--- src/design/gpm_pkg.sv ---
// Package of constants and types for the gauge power-mode and current sampler
package gpm_pkg;
	localparam int CLK_HZ = 100_000_000;
	localparam int SENSE_W = 12;
	localparam int CUR_W = 16;
	localparam int AVG_N = 128;
	localparam int AVG_LOG2 = 7;
	localparam int SLEEP_DELAY_MS = 2200;
	localparam int UV_DELAY_MS = 100;
	localparam int UPDATE_MS = 88;
	localparam int SAMPLE_HZ = 1456;
	localparam int SLEEP_DELAY_CYC = SLEEP_DELAY_MS * (CLK_HZ / 1000);
	localparam int UV_DELAY_CYC = UV_DELAY_MS * (CLK_HZ / 1000);
	localparam int SAMPLE_CYC = CLK_HZ / SAMPLE_HZ;
	localparam int UPDATE_CYC = UPDATE_MS * (CLK_HZ / 1000);
	localparam logic SLEEP_ALLOW_RST = 1'h0;
	localparam logic UV_SLEEP_ALLOW_RST = 1'h0;
	localparam logic [15:0] GAIN_UNITY = 16'h1000;
	localparam int GAIN_SHIFT = 12;
	typedef enum logic [0:0] {
		GPM_ACTIVE = 1'b0,
		GPM_SLEEP  = 1'b1
	} gpm_mode_t;
endpackage

--- src/design/gpm_acc_if.sv ---
// Interface between the sample controller and the averaging accumulator
`timescale 1ns/10ps
interface gpm_acc_if;
	logic              clear;
	logic              add;
	logic signed [11:0] sample;
	logic              done;
	logic signed [11:0] mean;
	modport ctrl (output clear, output add, output sample, input done, input mean);
	modport acc  (input clear, input add, input sample, output done, output mean);
endinterface

--- src/design/gpm_top.sv ---
// Power-mode controller and signed current sampler of a battery gauge
`timescale 1ns/10ps
module gpm_top #(
	parameter int SLEEP_DELAY_CYC = gpm_pkg::SLEEP_DELAY_CYC,
	parameter int UV_DELAY_CYC    = gpm_pkg::UV_DELAY_CYC,
	parameter int SAMPLE_CYC      = gpm_pkg::SAMPLE_CYC,
	parameter int UPDATE_CYC      = gpm_pkg::UPDATE_CYC
) (
	input  wire logic               clk,
	input  wire logic               reset,
	input  wire logic               bus_line,
	input  wire logic               sleep_allow_in,
	input  wire logic               undervoltage_sleep_allow_in,
	input  wire logic               cell_below_uv,
	input  wire logic signed [11:0] sense_pos_input,
	input  wire logic signed [11:0] sense_neg_input,
	input  wire logic               internal_resistor,
	input  wire logic [15:0]        gain_trim,
	output logic                    sleep_mode,
	output logic                    measure_enable,
	output logic signed [15:0]      current_reg,
	output logic                    current_update
);
	typedef struct packed {
		gpm_pkg::gpm_mode_t mode;
		logic               sleep_allow;
		logic               undervoltage_sleep_allow;
		logic               bus_prev;
		logic [31:0]        low_cnt;
		logic [31:0]        uv_cnt;
		logic [31:0]        samp_cnt;
		logic [31:0]        upd_cnt;
		logic               have_mean;
		logic signed [11:0] held_mean;
		logic signed [15:0] current_reg;
		logic               current_update;
		logic               add;
		logic               clear;
		logic signed [11:0] sample;
	} gpm_st_t;

	gpm_st_t st;
	gpm_st_t next_st;
	gpm_acc_if acc_bus ();

	if (SLEEP_DELAY_CYC < 1 || UV_DELAY_CYC < 1 || SAMPLE_CYC < 1) begin : g_bad_count
		$error("gpm_top: timing counts must be at least one cycle");
	end
	// A refresh must always have one whole averaging window behind it
	if (UPDATE_CYC < SAMPLE_CYC * gpm_pkg::AVG_N) begin : g_bad_period
		$error("gpm_top: update period shorter than one averaging window");
	end

	// Difference of two 12-bit inputs needs 13 bits before clamping back
	function automatic logic signed [11:0] gpm_sat12(input logic signed [12:0] v);
		if (v > 13'sh07FF) begin
			return 12'sh7FF;
		end else if (v < -13'sh0800) begin
			return -12'sh800;
		end
		return v[11:0];
	endfunction

	function automatic logic signed [15:0] gpm_sat16(input logic signed [31:0] v);
		if (v > 32'sh00007FFF) begin
			return 16'sh7FFF;
		end else if (v < -32'sh00008000) begin
			return -16'sh8000;
		end
		return v[15:0];
	endfunction

	logic signed [12:0] diff;
	logic signed [31:0] scaled;
	logic               bus_rise;

	assign diff = 13'(sense_pos_input) - 13'(sense_neg_input);
	assign bus_rise = bus_line && !st.bus_prev;

	always_comb begin
		next_st = st;
		next_st.bus_prev = bus_line;
		next_st.add = 1'b0;
		next_st.clear = 1'b0;
		next_st.current_update = 1'b0;
		next_st.sleep_allow = sleep_allow_in;
		next_st.undervoltage_sleep_allow = undervoltage_sleep_allow_in;
		scaled = '0;
		// Bus-low timer counts only one unbroken low interval
		if (bus_line) begin
			next_st.low_cnt = '0;
		end else if (st.low_cnt < 32'(SLEEP_DELAY_CYC)) begin
			next_st.low_cnt = st.low_cnt + 32'h1;
		end
		if (!cell_below_uv) begin
			next_st.uv_cnt = '0;
		end else if (st.uv_cnt < 32'(UV_DELAY_CYC)) begin
			next_st.uv_cnt = st.uv_cnt + 32'h1;
		end
		case (st.mode)
			gpm_pkg::GPM_ACTIVE: begin
				if (st.sleep_allow) begin
					if (st.low_cnt >= 32'(SLEEP_DELAY_CYC)) begin
						next_st.mode = gpm_pkg::GPM_SLEEP;
					end else if (st.undervoltage_sleep_allow
						&& st.uv_cnt >= 32'(UV_DELAY_CYC)) begin
						next_st.mode = gpm_pkg::GPM_SLEEP;
					end
				end
				// Sampling clock ticks at the sense sample rate
				if (st.samp_cnt >= 32'(SAMPLE_CYC - 1)) begin
					next_st.samp_cnt = '0;
					next_st.add = 1'b1;
					next_st.sample = gpm_sat12(diff);
				end else begin
					next_st.samp_cnt = st.samp_cnt + 32'h1;
				end
				if (acc_bus.done) begin
					next_st.held_mean = acc_bus.mean;
					next_st.have_mean = 1'b1;
				end
				// Register refresh on its own period from the last finished mean
				if (st.upd_cnt >= 32'(UPDATE_CYC - 1)) begin
					next_st.upd_cnt = '0;
					if (st.have_mean) begin
						if (internal_resistor) begin
							scaled = (32'(st.held_mean) * $signed({16'h0000, gain_trim}))
								>>> gpm_pkg::GAIN_SHIFT;
						end else begin
							scaled = 32'(st.held_mean);
						end
						next_st.current_reg = gpm_sat16(scaled);
						next_st.current_update = 1'b1;
					end
				end else begin
					next_st.upd_cnt = st.upd_cnt + 32'h1;
				end
			end
			gpm_pkg::GPM_SLEEP: begin
				// Partial averages are dropped so a wake starts a fresh window
				next_st.clear = 1'b1;
				next_st.samp_cnt = '0;
				next_st.upd_cnt = '0;
				next_st.have_mean = 1'b0;
				if (bus_rise && !cell_below_uv) begin
					next_st.mode = gpm_pkg::GPM_ACTIVE;
					next_st.low_cnt = '0;
					next_st.uv_cnt = '0;
				end
			end
			default: begin
				next_st.mode = gpm_pkg::GPM_ACTIVE;
			end
		endcase
	end

	always_ff @(posedge clk) begin
		if (reset) begin
			st <= '0;
			st.mode <= gpm_pkg::GPM_ACTIVE;
			st.sleep_allow <= gpm_pkg::SLEEP_ALLOW_RST;
			st.undervoltage_sleep_allow <= gpm_pkg::UV_SLEEP_ALLOW_RST;
			st.bus_prev <= 1'b1;
		end else begin
			st <= next_st;
		end
	end

	assign acc_bus.clear = st.clear;
	assign acc_bus.add = st.add;
	assign acc_bus.sample = st.sample;

	gpm_avg #(
		.N_LOG2 (gpm_pkg::AVG_LOG2)
	) u_avg (
		.clk   (clk),
		.reset (reset),
		.bus   (acc_bus.acc)
	);

	assign sleep_mode = (st.mode == gpm_pkg::GPM_SLEEP);
	assign measure_enable = (st.mode == gpm_pkg::GPM_ACTIVE);
	assign current_reg = st.current_reg;
	assign current_update = st.current_update;
endmodule // gpm_top

--- src/design/gpm_avg.sv ---
// Averaging accumulator: sums a fixed number of signed samples and yields the mean
`timescale 1ns/10ps
module gpm_avg #(
	parameter int N_LOG2 = gpm_pkg::AVG_LOG2
) (
	input  wire logic clk,
	input  wire logic reset,
	gpm_acc_if.acc    bus
);
	typedef struct packed {
		logic signed [19+N_LOG2-7:0] sum;
		logic [N_LOG2:0]             cnt;
		logic                        done;
		logic signed [11:0]          mean;
	} gpm_avg_st_t;
	gpm_avg_st_t st;
	gpm_avg_st_t next_st;
	if (N_LOG2 < 1 || N_LOG2 > 12) begin : g_bad_depth
		$error("gpm_avg: N_LOG2 out of range");
	end
	always_comb begin
		next_st = st;
		next_st.done = 1'b0;
		if (bus.clear) begin
			next_st.sum = '0;
			next_st.cnt = '0;
		end else if (bus.add) begin
			if (st.cnt == (N_LOG2+1)'(1 << N_LOG2) - 1'b1) begin
				// Arithmetic shift keeps the sign of the mean
				next_st.mean = 12'((st.sum + (20+N_LOG2-7)'(bus.sample)) >>> N_LOG2);
				next_st.done = 1'b1;
				next_st.sum = '0;
				next_st.cnt = '0;
			end else begin
				next_st.sum = st.sum + (20+N_LOG2-7)'(bus.sample);
				next_st.cnt = st.cnt + 1'b1;
			end
		end
	end
	always_ff @(posedge clk) begin
		if (reset) begin
			st <= '0;
		end else begin
			st <= next_st;
		end
	end
	assign bus.done = st.done;
	assign bus.mean = st.mean;
endmodule // gpm_avg

--- config.mk ---
export PLATFORM = sky130hd
export DESIGN_NAME = gpm_top
export DESIGN_NICKNAME = d
export VERILOG_FILES = /design/src/design/gpm_pkg.sv /design/src/design/gpm_acc_if.sv /design/src/design/gpm_top.sv /design/src/design/gpm_avg.sv
export SDC_FILE = /design/constraint.sdc
export NUM_CORES = 1
export LEC_CHECK = 0
export ABC_CLOCK_PERIOD_IN_PS = 8080
export CORE_AREA = 2 2 168 170
export DETAILED_ROUTE_END_ITERATION = 7
export DIE_AREA = 0 0 170 172
export DONT_BUFFER_PORTS = 1
export GPL_TIMING_DRIVEN = 0
export PLACE_DENSITY = 0.75
export SYNTH_ARGS = -nofsm -noshare
export SYNTH_HDL_FRONTEND = slang
export SYNTH_HIERARCHICAL = 1
export SYNTH_SLANG_ARGS = --single-unit
--- constraint.sdc ---
create_clock -name clk -period 8.08 [get_ports clk]
set_clock_uncertainty 0.2 [all_clocks]
set_input_delay 1.616 -clock clk [delete_from_list [all_inputs] [get_ports clk]]
set_output_delay 1.616 -clock clk [all_outputs]
set_load 0.05 [all_outputs]
=== After elaboration in Yosys (flattened, before gate mapping) ===
Cells that the tools add are included.

* Bits in registers: 217
* Word-level logic and storage cells: 95

* Bitwise operators: 4
* Order comparisons: 10
* Add/sub/neg operators: 7
* Mux-type cells: 39
* Equal/unequal tests: 2
* $mul: 1
* Reductions and logical operators: 13

{| class="wikitable"
|+ Operators with widths
! kind !! number
|-
| $mux W32 || 10
|-
| $pmux W65 S2 || 1
|-
| $add A32 B1 Y32 const B || 4
|-
| $mux W64 || 2
|-
| $ge A32 B24 Y1 const B || 2
|-
| $mux W16 || 3
|-
| $mux W12 || 3
|-
| $ge A32 B17 Y1 const B || 1
|-
| $ge A32 B28 Y1 const B || 1
|-
| $gt A32 B16 Y1 const B || 1
|-
| $lt A32 B16 Y1 const B || 1
|-
| $lt A32 B24 Y1 const B || 1
|-
| $lt A32 B28 Y1 const B || 1
|-
| $mul A12 B17 Y29 || 1
|-
| $mux W28 || 1
|-
| $mux W13 || 2
|-
| $add A20 B12 Y20 || 1
|-
| $mux W1 || 16
|-
| $gt A13 B12 Y1 const B || 1
|-
| $lt A13 B12 Y1 const B || 1
|-
| $sub A12 B12 Y13 || 1
|-
| $add A8 B1 Y8 const B || 1
|-
| $eq A8 B7 Y1 const B || 1
|-
| $reduce_and A3 Y1 || 2
|-
| other kinds (8) || 17
|}

=== Depth between registers and ports, before layout ===
Gate-level depths: netlist of run 1.

* Depth after elaboration: 12
* Depth in mapped cells: 24

=== By module ===
The synthesis of run 1 kept the hierarchy.

{| class="wikitable"
|+ By module, submodules not included
! module !! instances !! area an instance (um2) !! sequential area each (um2) !! cells an instance
|-
| gpm_top || 1 || 13746.9 || 3523.4 || 1603
|-
| gpm_avg || 1 || 2462.4 || 800.8 || 297
|}

=== Least setup slack after synthesis of run 1 ===
No wires, ideal clock.

* Path type: input-to-reg
* Start point: input port gain_trim[1]
* End point: register st (netlist bit current_reg[12])
* Data required time: 7.792 ns
* Cell stages on the path: 20
* Arrival: 6.933 ns
* Path slack: 0.859 ns
* Path through: clkbuf_1 nand2_1 fa_1 fa_1 inv_1 fa_1 fa_1 inv_1 fa_1 inv_1 ha_1 a21oi_2 o22ai_1 a311o_1 a41o_1 a31oi_1 xnor2_1 o31a_1 a21boi_4 nor4_2

* Cells in the longest elaborated chain, start to end: 12
* Elaborated cells on any way between the ends: 14
* Those cells by class: 1 x mul; 2 x order compare; 11 x mux

{| class="wikitable"
|+ Ends and longest elaborated chain
! what !! RTL line !! text
|-
| from (decl) || gpm_top.sv:18 || <nowiki>input wire logic [15:0] gain_trim,</nowiki>
|-
| $mul A12 B17 Y29 (*) || gpm_top.sv:127 || <nowiki>scaled = (32'(st.held_mean) * $signed({16'h0000, gain_trim}))</nowiki>
|-
| $mux W32 (*) || gpm_top.sv:126 || <nowiki>if (internal_resistor) begin</nowiki>
|-
| $mux W32 (*) || gpm_top.sv:125 || <nowiki>if (st.have_mean) begin</nowiki>
|-
| $mux W32 (*) || gpm_top.sv:123 || <nowiki>if (st.upd_cnt >= 32'(UPDATE_CYC - 1)) begin</nowiki>
|-
| $mux W32 (*) || gpm_top.sv:100 || <nowiki>case (st.mode)</nowiki>
|-
| $lt A32 B16 Y1 || gpm_top.sv:67 || <nowiki>end else if (v < -32'sh00008000) begin</nowiki>
|-
| $mux W1 || gpm_top.sv:67 ||
|-
| $mux W1 || gpm_top.sv:65 || <nowiki>if (v > 32'sh00007FFF) begin</nowiki>
|-
| $mux W1 || gpm_top.sv:125 ||
|-
| $mux W1 || gpm_top.sv:123 ||
|-
| $mux W1 || gpm_top.sv:100 ||
|-
| $mux W16 (*) || gpm_top.sv:70 || <nowiki>return v[15:0];</nowiki>
|-
| to (signal assigned) || gpm_top.sv:165 || <nowiki>st <= next_st;</nowiki>
|-
| to (decl) || gpm_top.sv:42 || <nowiki>gpm_st_t st;</nowiki>
|}

Every way passes the cells marked *; elsewhere a longest branch is shown, timed or not. The select of a mux whose other input is x is not followed.
A chain may end at the register's enable or synchronous reset.

=== Worst setup path in the final report of run 1 ===
* Start point: input port gain_trim[1]
* End point: register st (netlist bit current_reg[11])

Same word-level chain as after synthesis.

==> results of run 1 <==
-- cells in the mapped netlist (13+ instances only) --
master,number,area share
and2_1,79,0.030
o21ai_0,47,0.015
and3_1,25,0.0096
xor2_1,65,0.035
nor2_1,163,0.038
nand3_1,51,0.016
inv_1,229,0.053
fa_1,141,0.17
nor3_1,27,0.0083
a31oi_1,13,0.0050
dfxtp_1,216,0.27
a21oi_1,86,0.027
a21o_1,19,0.0088
xnor2_1,50,0.027
or3_1,19,0.0073
ha_1,119,0.092
nand2_1,246,0.057
nand4_1,27,0.010
buf_4,28,0.013
clkbuf_1,69,0.016
-- final timing paths --
| path | startpoint | end | depth (start not counted) |
|---|---|---|---|
| hold / removal | u_avg/bus.mean[7]$_SDFFE_PP0P_ | u_avg/bus.mean[7]$_SDFFE_PP0P_ | 2 |
| setup reg to reg | st[39]$_SDFFE_PP0P_ | current_reg[11]$_SDFFE_PP0P_ | 21 |
| hold reg to reg | u_avg/bus.mean[7]$_SDFFE_PP0P_ | u_avg/bus.mean[7]$_SDFFE_PP0P_ | 2 |
| setup / recovery | gain_trim[1] | current_reg[11]$_SDFFE_PP0P_ | 20 |
-- layer usage --
metal  global-route usage  up-vias  part of all wire
met1                0.315     6064              0.42
met4               0.0847        2             0.031
met3               0.0602       79             0.076
met2                0.435      386              0.47
li1                     -     6253                 -
met5                    0        -           0.00033
-- area by class of cell --
cell class | instances | area [um^2]
Antenna cell | 3 | 7.51
Buffer | 105 | 512
Clock buffer | 35 | 682
Clock inverter | 5 | 93.8
Fill cell | 2407 | 9970
Inverter | 229 | 860
Multi-Input combinational cell | 1372 | 10600
Sequential cell | 216 | 4320
Tap cell | 346 | 433
-- cells by family after synthesis --
logic type / share of synthesized area
AOI/OAI and AO/OA: 0.105
muxes: 0.00919
other: 0.000231
DFF: 0.267
buffers and inverters: 0.0846
and+or+nand+nor: 0.206
xor gates and xnor gates: 0.0621
adders and majority gates: 0.266
-- critical path: cells and delay by family --
family / cells / cell delay [ns]
AOI/OAI and AO/OA: 7 / 1.63
xor gates and xnor gates: 1 / 0.31
adders and majority gates: 6 / 3.05
and+or+nand+nor: 1 / 0.16
buffers and inverters: 5 / 0.91
-- stage by stage --
stage	total power, W	cells	instance area, um^2	hold WS (ns)	setup slack, ns
2_1_floorplan	0.00133	1922	16300	0.220	0.859
3_3_place_gp	0.00138	2268	16700	0.235	0.138
3_5_place_dp	0.00139	2268	16700	0.245	0.128
4_1_cts	0.00246	2308	17500	0.255	0.655
5_1_grt	0.00254	2309	17500	0.273	0.331
6_report	0.00245	2311	17500	0.254	0.587
-- power by group through the flow --
stage | sequential (W) | clock (W) | combinational, W
detailed placement | 0.00114 | 0 | 0.000247
global route | 0.00112 | 0.00114 | 0.000280
floorplan | 0.00114 | 0 | 0.000197
global placement | 0.00114 | 0 | 0.000241
CTS | 0.00112 | 0.00109 | 0.000249
finish | 0.00112 | 0.00107 | 0.000252
==> run metrics, run 1 <==
cts hold-fix bufs 0; Synth Instances 1,900; GR Util All Layers 0.253; EDFF count, synth 0; Iter 0 DRT Violations 676; Least-Margin Pin Slew 0.872 ns; Port Buffer Count 0; Slowest-stage cell, CP fa_1; Primary FF master, synth dfxtp_1; post-route ant nets 0; P_leak 7.75 nW; VDD IR max 161 uV; first-pass GRT wire length 60.1 mm; Slew headroom 0.418; TritonCTS Sinks 216; Area Overhead vs Synth 8.01%; Syn. warnings 6; worst-path fanout max 10; Seq pwr share 0.458; DPL Wire Length 27.6 mm; worst path required time 8.26 ns; fin. max-slew vios 0; die footprint 29,200 um^2; FF+latch count, synth 216; Max Freq 133 MHz; post-synthesis cell area 16,200 um^2; max reg flops 144; P_sw 0.000601 W; final setup TNS 0 ns; grt ovf 0; effective utilization at floorplan 0.590; CTS resizes 0; CTS tree done; critical path type input pin to flip-flop; Avg Vias per Cell 5.53; Layout Nets 2,255; maxcap violations 0; final worst path period share 0.927; status completed; DRC 0; routed length per instance 15.5 um; final WL 35.9 mm; largest net degree at the start of global routing 13; vias 12,800; Die Span X 170 um; share of cells above drive strength 1 0.0505; R2R setup slack 0.76 ns; switch share 0.246; final hold vios 0; # rows 61; CP dominant cell by count fa_1; Setup Buffers After CTS 0; worst path cell trace clkbuf_1 > nand2_1 > fa_1 > fa_1 > inv_1 > fa_1 > fa_1 > inv_1 > fa_1 > inv_1 > ha_1 > a21oi_2 > o22ai_1 > a311o_1 > a211o_1 > a21oi_1 > xor2_1 > o31a_1 > buf_2 > a311oi_1; Final Critical Period 7.49 ns; Reg clk slew, reported paths 0.06 ns; Clock Latency Late Sink 0.52 ns; mean post-synth cell area 8.53 um^2; count of endpoints failing setup in the final report 0; RSZ-0062 raised after global routing no; Die Y-Extent 172 um; core area 27,500 um^2; Internal Power 0.00184 W; Root Buffer clkbuf_16; initial antenna violation count 2; clock network fraction of total power 0.439; CP endpoint kind flip-flop; post-synthesis sequential area ratio 0.267; H-tree Lvls 1; Pwr Density 140 nW/um^2; First-pass DRT Iterations 7; fin util 0.637; count of cell types in the netlist 75; commonest cells after routing, fill and taps aside nand2_1 (246), inv_1 (229), dfxtp_1 (216); vias in the first global route 12,400; Critical Path AT 7.67 ns; Max Buffers Root-to-Sink 3; Hold WC Path Type flip-flop to flip-flop; Async SR Flop Fraction 0; most common cell after layout, fill and taps aside nand2_1; GP Congestion 0.900; CP Launch Type input pin; share of total power in combinational logic 0.103; Worst path max stage delay 0.55 ns; # IOs 66; CTS Buf Count 24
No activity file was read; power rests on OpenSTA's default activity.
==> inputs of run 2 (changes only) <==
--- a/config.mk
+++ b/config.mk
@@ -6,12 +6,11 @@
 export NUM_CORES = 1
 export LEC_CHECK = 0
 export ABC_CLOCK_PERIOD_IN_PS = 8080
-export CORE_AREA = 2 2 168 170
+export CORE_AREA = 2 2 205 207
 export DETAILED_ROUTE_END_ITERATION = 7
-export DIE_AREA = 0 0 170 172
+export DIE_AREA = 0 0 207 209
 export DONT_BUFFER_PORTS = 1
 export GPL_TIMING_DRIVEN = 0
-export PLACE_DENSITY = 0.75
 export SYNTH_ARGS = -nofsm -noshare
 export SYNTH_HDL_FRONTEND = slang
 export SYNTH_HIERARCHICAL = 1
==> run 2 against run 1 <==
Compared with the run above: die area increased by 48%; non-clock buffer count stayed put; cell count is 8.5% higher; routed wire length increased by 4.5%; sequential share of layout area decreased by 0.48 points; critical endpoint unchanged.
==> run metrics, run 2 (synthesized netlist as in run 1, its figures left out) <==
status completed (unchanged); CTS tree done (unchanged); maxcap violations 0 (unchanged); CTS resizes 0 (unchanged); die footprint 43,300 um^2 (was 29,200 um^2); first-pass GRT wire length 62.8 mm (was 60.1 mm); Root Buffer clkbuf_16 (unchanged); Slew headroom 0.410 (was 0.418); Least-Margin Pin Slew 0.883 ns (was 0.872 ns); # IOs 66 (unchanged); CTS Buf Count 24 (unchanged); worst-path fanout max 10 (unchanged); TritonCTS Sinks 216 (unchanged); core area 41,300 um^2 (was 27,500 um^2); Setup Buffers After CTS 0 (unchanged); Layout Nets 2,255 (unchanged); DPL Wire Length 29.4 mm (was 27.6 mm); Hold WC Path Type flip-flop to flip-flop (unchanged); Layout Cells excl Fill 2,507 (was 2,311); final WL 37.5 mm (was 35.9 mm); P_leak 7.80 nW (was 7.75 nW); H-tree Lvls 1 (unchanged); grt ovf 0 (unchanged); Port Buffer Count 0 (unchanged); vias 12,600 (was 12,800); Iter 0 DRT Violations 546 (was 676); Clock Latency Late Sink 0.54 ns (was 0.52 ns); RSZ-0062 raised after global routing no (unchanged); Max Freq 134 MHz (was 133 MHz); fin. max-slew vios 0 (unchanged); vias in the first global route 12,600 (was 12,400); share of cells above drive strength 1 0.0554 (was 0.0505); most common cell after layout, fill and taps aside nand2_1 (unchanged); worst path required time 8.24 ns (was 8.26 ns); Max Buffers Root-to-Sink 3 (unchanged); count of endpoints failing setup in the final report 0 (unchanged); Reg clk slew, reported paths 0.06 ns (about the same); critical path type input pin to flip-flop (unchanged); initial antenna violation count 2 (unchanged); placed cell count 2,461 (was 2,268); routed length per instance 15.0 um (was 15.5 um); largest net degree at the start of global routing 16 (was 13); post-route ant nets 0 (unchanged); Area Overhead vs Synth 10.2% (was 8.01%); VDD IR max 146 uV (was 161 uV); Die Span X 207 um (was 170 um); Placed Area 17,000 um^2 (was 16,700 um^2); First-pass DRT Iterations 7 (unchanged); Final Critical Period 7.48 ns (was 7.49 ns); design area 17,900 um^2 (was 17,500 um^2); DRC 0 (unchanged); Critical Path AT 7.64 ns (was 7.67 ns); cts hold-fix bufs 0 (unchanged); CP endpoint kind flip-flop (unchanged); GR Util All Layers 0.175 (was 0.253); GP Congestion 0.865 (was 0.900); final worst path period share 0.926 (was 0.927); Pwr Density 144 nW/um^2 (was 140 nW/um^2); # rows 75 (was 61); max reg flops 144 (unchanged); final setup TNS 0 ns (unchanged); CP Launch Type input pin (unchanged); commonest cells after routing, fill and taps aside nand2_1 (246), inv_1 (229), dfxtp_1 (216) (unchanged); Die Y-Extent 209 um (was 172 um); final hold vios 0 (unchanged); effective utilization at floorplan 0.393 (was 0.590); Fin Hold WS 0.247 ns (was 0.254 ns); Avg Vias per Cell 5.05 (was 5.53)
[run 2: cell count changes in the layout (fill, tap and decap cells not counted)]
cell,change
bufinv_16,+3
clkbuf_8,-3
clkinv_8,-1
inv_6,+2
diode_2,-1
clkinv_16,+1
clkinv_2,+5
clkinvlp_4,+1
clkbuf_1,-6
clkinv_4,+2
[run 2: area by class of cell]
class	count	area, um^2
buffer	105	512
clock buffer	26	618
fill	4170	23400
inverter	229	860
antenna	2	5.00
multi-input combinational	1372	10600
sequential	216	4320
clock inverter	18	265
tap	539	674
[run 2: path summary, 6_finish.rpt]
check / depth (start not counted) / start / slack [ns] / endpoint
min: 1 / st[171]$_SDFF_PP0_ / 0.25 / st[171]$_SDFF_PP0_
max reg2reg: 21 / st[38]$_SDFFE_PP0P_ / 0.81 / current_reg[11]$_SDFFE_PP0P_
min reg2reg: 1 / st[171]$_SDFF_PP0_ / 0.25 / st[171]$_SDFF_PP0_
max: 20 / gain_trim[6] / 0.60 / current_reg[11]$_SDFFE_PP0P_
[run 2: where the power goes]
part | leakage [nW] | total (W) | internal [W] | switching (W)
combinational | 5.61 | 0.000252 | 0.0000987 | 0.000154
clock | 0.432 | 0.00119 | 0.000726 | 0.000467
sequential | 1.76 | 0.00112 | 0.00110 | 0.0000219
total | 7.80 | 0.00256 | 0.00192 | 0.000642
[run 2: stage by stage]
stage,worst slack (ns),total power (W),util
5_1_grt,0.252,0.00268,0.432
3_5_place_dp,0.0476,0.00139,0.411
3_3_place_gp,0.0841,0.00139,0.411
4_1_cts,0.573,0.00260,0.432
2_1_floorplan,0.859,0.00133,-
6_report,0.598,0.00256,0.432
[run 2: routing by layer]
metal	up-vias	global-route usage	wire (um)
li1	6256	-	-
met5	-	0	0
met3	50	0.0320	2210
met2	256	0.295	17500
met1	6087	0.230	17000
met4	0	0.0453	800
[run 2: critical path, cell delays in order]
cell	delay, ns
clkbuf_1	0.49
nand2_1	0.18
fa_1	0.56
fa_1	0.52
inv_1	0.05
fa_1	0.47
fa_1	0.56
inv_1	0.07
fa_1	0.54
inv_1	0.05
ha_1	0.34
a21oi_2	0.18
o22ai_1	0.11
a311o_1	0.40
a41o_1	0.35
a31oi_1	0.23
xnor2_1	0.22
o31a_1	0.32
buf_2	0.28
a311oi_1	0.12
==> inputs of run 3 (changes only) <==
--- a/config.mk
+++ b/config.mk
@@ -6,11 +6,12 @@
 export NUM_CORES = 1
 export LEC_CHECK = 0
 export ABC_CLOCK_PERIOD_IN_PS = 8080
-export CORE_AREA = 2 2 205 207
+export CORE_AREA = 2 2 288 148
 export DETAILED_ROUTE_END_ITERATION = 7
-export DIE_AREA = 0 0 207 209
+export DIE_AREA = 0 0 290 150
 export DONT_BUFFER_PORTS = 1
 export GPL_TIMING_DRIVEN = 0
+export RECOVER_POWER = 25
 export SYNTH_ARGS = -nofsm -noshare
 export SYNTH_HDL_FRONTEND = slang
 export SYNTH_HIERARCHICAL = 1
==> run 3 against run 2 <==
Compared with the run above: routed wire length increased by 7.1%; sequential power barely moved; die area is 0.55% higher; first-iteration DRC count is 73% higher; final area down 1.1%; via count rose by 0.87%; clock power is 16% lower; non-clock buffer count unchanged; critical endpoint is now current_reg[14]$_SDFFE_PP0P_; largest cell class unchanged; largest power group is now registers.
==> run metrics, run 3 (synthesized netlist as in run 1, its figures left out) <==
status completed (unchanged); Final Critical Period 7.63 ns (was 7.48 ns); post-route ant nets 0 (unchanged); final setup TNS 0 ns (unchanged); worst path required time 8.25 ns (was 8.24 ns); CP delay by family, top adder cells (unchanged); CP bufs+invs 4 (was 5); Iter 0 DRT Violations 942 (was 546); count of endpoints failing setup in the final report 0 (unchanged); share of total power in combinational logic 0.109 (was 0.098); Area Overhead vs Synth 8.92% (was 10.2%); GP Congestion 0.915 (was 0.865); final WL 40.2 mm (was 37.5 mm); Reg clk slew, reported paths 0.07 ns (was 0.06 ns); P_leak 7.68 nW (was 7.80 nW); CTS resizes 0 (unchanged); CP endpoint kind flip-flop (unchanged); CP Launch Type input pin (unchanged); max reg flops 144 (unchanged); Placed Area 17,000 um^2 (about the same); commonest cells after routing, fill and taps aside nand2_1 (246), inv_1 (229), dfxtp_1 (216) (unchanged); initial antenna violation count 0 (was 2); routed length per instance 16.0 um (was 15.0 um); maxcap violations 0 (unchanged); Critical Path AT 7.81 ns (was 7.64 ns); Setup Buffers After CTS 0 (unchanged); design area 17,700 um^2 (was 17,900 um^2); GR met2 Demand/Resource 0.244 (was 0.295); DPL Wire Length 32.6 mm (was 29.4 mm); global-route track usage on met1 0.297 (was 0.230); Avg Vias per Cell 5.09 (was 5.05); share of cells above drive strength 1 0.0491 (was 0.0554); Root Buffer clkbuf_16 (unchanged); CP dominant cell by count fa_1 (unchanged); Die Span X 290 um (was 207 um); worst path cell trace clkbuf_1 > nand2_1 > fa_1 > fa_1 > inv_1 > fa_1 > fa_1 > inv_1 > fa_1 > inv_1 > ha_1 > a21oi_2 > o22ai_1 > a311o_1 > a41o_1 > a31oi_1 > o2111ai_1 > a21oi_1 > xor2_1 > a311oi_1 (was clkbuf_1 > nand2_1 > fa_1 > fa_1 > inv_1 > fa_1 > fa_1 > inv_1 > fa_1 > inv_1 > ha_1 > a21oi_2 > o22ai_1 > a311o_1 > a41o_1 > a31oi_1 > xnor2_1 > o31a_1 > buf_2 > a311oi_1); DRC 0 (unchanged); Layout Nets 2,251 (was 2,255); Die Y-Extent 150 um (was 209 um); worst-path fanout max 10 (unchanged); Max Buffers Root-to-Sink 3 (unchanged); Hold WC Path Type flip-flop to flip-flop (unchanged); H-tree Lvls 1 (unchanged); Pwr Density 135 nW/um^2 (was 144 nW/um^2); final hold vios 0 (unchanged); GR Util All Layers 0.185 (was 0.175); final worst path period share 0.945 (was 0.926); Slew headroom 0.350 (was 0.410); Least-Margin Pin Slew 0.967 ns (was 0.883 ns); grt ovf 0 (unchanged); die footprint 43,500 um^2 (was 43,300 um^2); Ant. Diodes 0 (was 2); VDD IR max 140 uV (was 146 uV); effective utilization at floorplan 0.394 (was 0.393); Max Freq 131 MHz (was 134 MHz); # IOs 66 (unchanged); RSZ-0062 raised after global routing no (unchanged); most common cell after layout, fill and taps aside nand2_1 (unchanged); P_sw 0.000607 W (was 0.000642 W); Worst path max stage delay 0.55 ns (was 0.56 ns); largest net degree at the start of global routing 16 (unchanged); vias in the first global route 11,800 (was 12,600); switch share 0.256 (was 0.250); Port Buffer Count 0 (unchanged); clock network fraction of total power 0.418 (was 0.465); cts hold-fix bufs 0 (unchanged); pre-CTS setup slack -0.0484 ns (was 0.0476 ns); # rows 53 (was 75); Seq pwr share 0.473 (was 0.437); CTS tree done (unchanged); vias 12,800 (was 12,600); Clock Latency Late Sink 0.51 ns (was 0.54 ns); first-pass GRT wire length 64.2 mm (was 62.8 mm); First-pass DRT Iterations 6 (was 7); gr busiest metal met1 (was met2); CTS Buf Count 20 (was 24); critical path type input pin to flip-flop (unchanged); Slowest-stage cell, CP fa_1 (unchanged); core area 41,200 um^2 (was 41,300 um^2); Internal Power 0.00177 W (was 0.00192 W); fin. max-slew vios 0 (unchanged); met3 Track Usage GR 0.0447 (was 0.0320); TritonCTS Sinks 216 (unchanged); final worst slack 0.446 ns (was 0.598 ns)
## run 3: final timing paths
kind                                          start                      endpoint  slack (ns)  cells after the start
worst min-delay path             st[168]$_SDFF_PP0_            st[168]$_SDFF_PP0_        0.26                      1
worst max-delay path                   gain_trim[1]  current_reg[14]$_SDFFE_PP0P_        0.45                     20
worst min register to register   st[168]$_SDFF_PP0_            st[168]$_SDFF_PP0_        0.26                      1
worst max register to register  st[34]$_SDFFE_PP0P_  current_reg[14]$_SDFFE_PP0P_        0.60                     21
## run 3: cell type report
class / count / area (um^2)
plain buffers: 105 / 512
multi-input cells: 1372 / 10600
well taps: 550 / 688
clock buffers: 30 / 629
inverters: 229 / 860
clock inverters: 5 / 58.8
flip-flops and latches: 216 / 4320
fillers: 4107 / 23500
## run 3: routing by layer
metal / up-vias / part of all wire
met5: - / 0
met4: 0 / 0.014
met3: 45 / 0.068
met2: 315 / 0.37
met1: 6141 / 0.54
li1: 6258 / -
## run 3: power groups by stage
| stage | combinational [W] | sequential, W | clock (W) |
|---|---|---|---|
| 4_1_cts | 0.000256 | 0.00112 | 0.00102 |
| 5_1_grt | 0.000287 | 0.00113 | 0.00106 |
| 3_3_place_gp | 0.000247 | 0.00115 | 0 |
| 6_report | 0.000260 | 0.00112 | 0.000994 |
| 2_1_floorplan | 0.000197 | 0.00114 | 0 |
| 3_5_place_dp | 0.000255 | 0.00115 | 0 |
## run 3: metrics by stage
step                      instances  total power [W]  hold slack (ns)  utilization
after floorplan                1922          0.00133            0.220            -
after global placement         2472          0.00139            0.235        0.412
after detailed placement       2472          0.00140            0.240        0.412
after CTS                      2507          0.00240            0.258        0.429
after global routing           2507          0.00248            0.276        0.429
final                          2507          0.00238            0.257        0.429
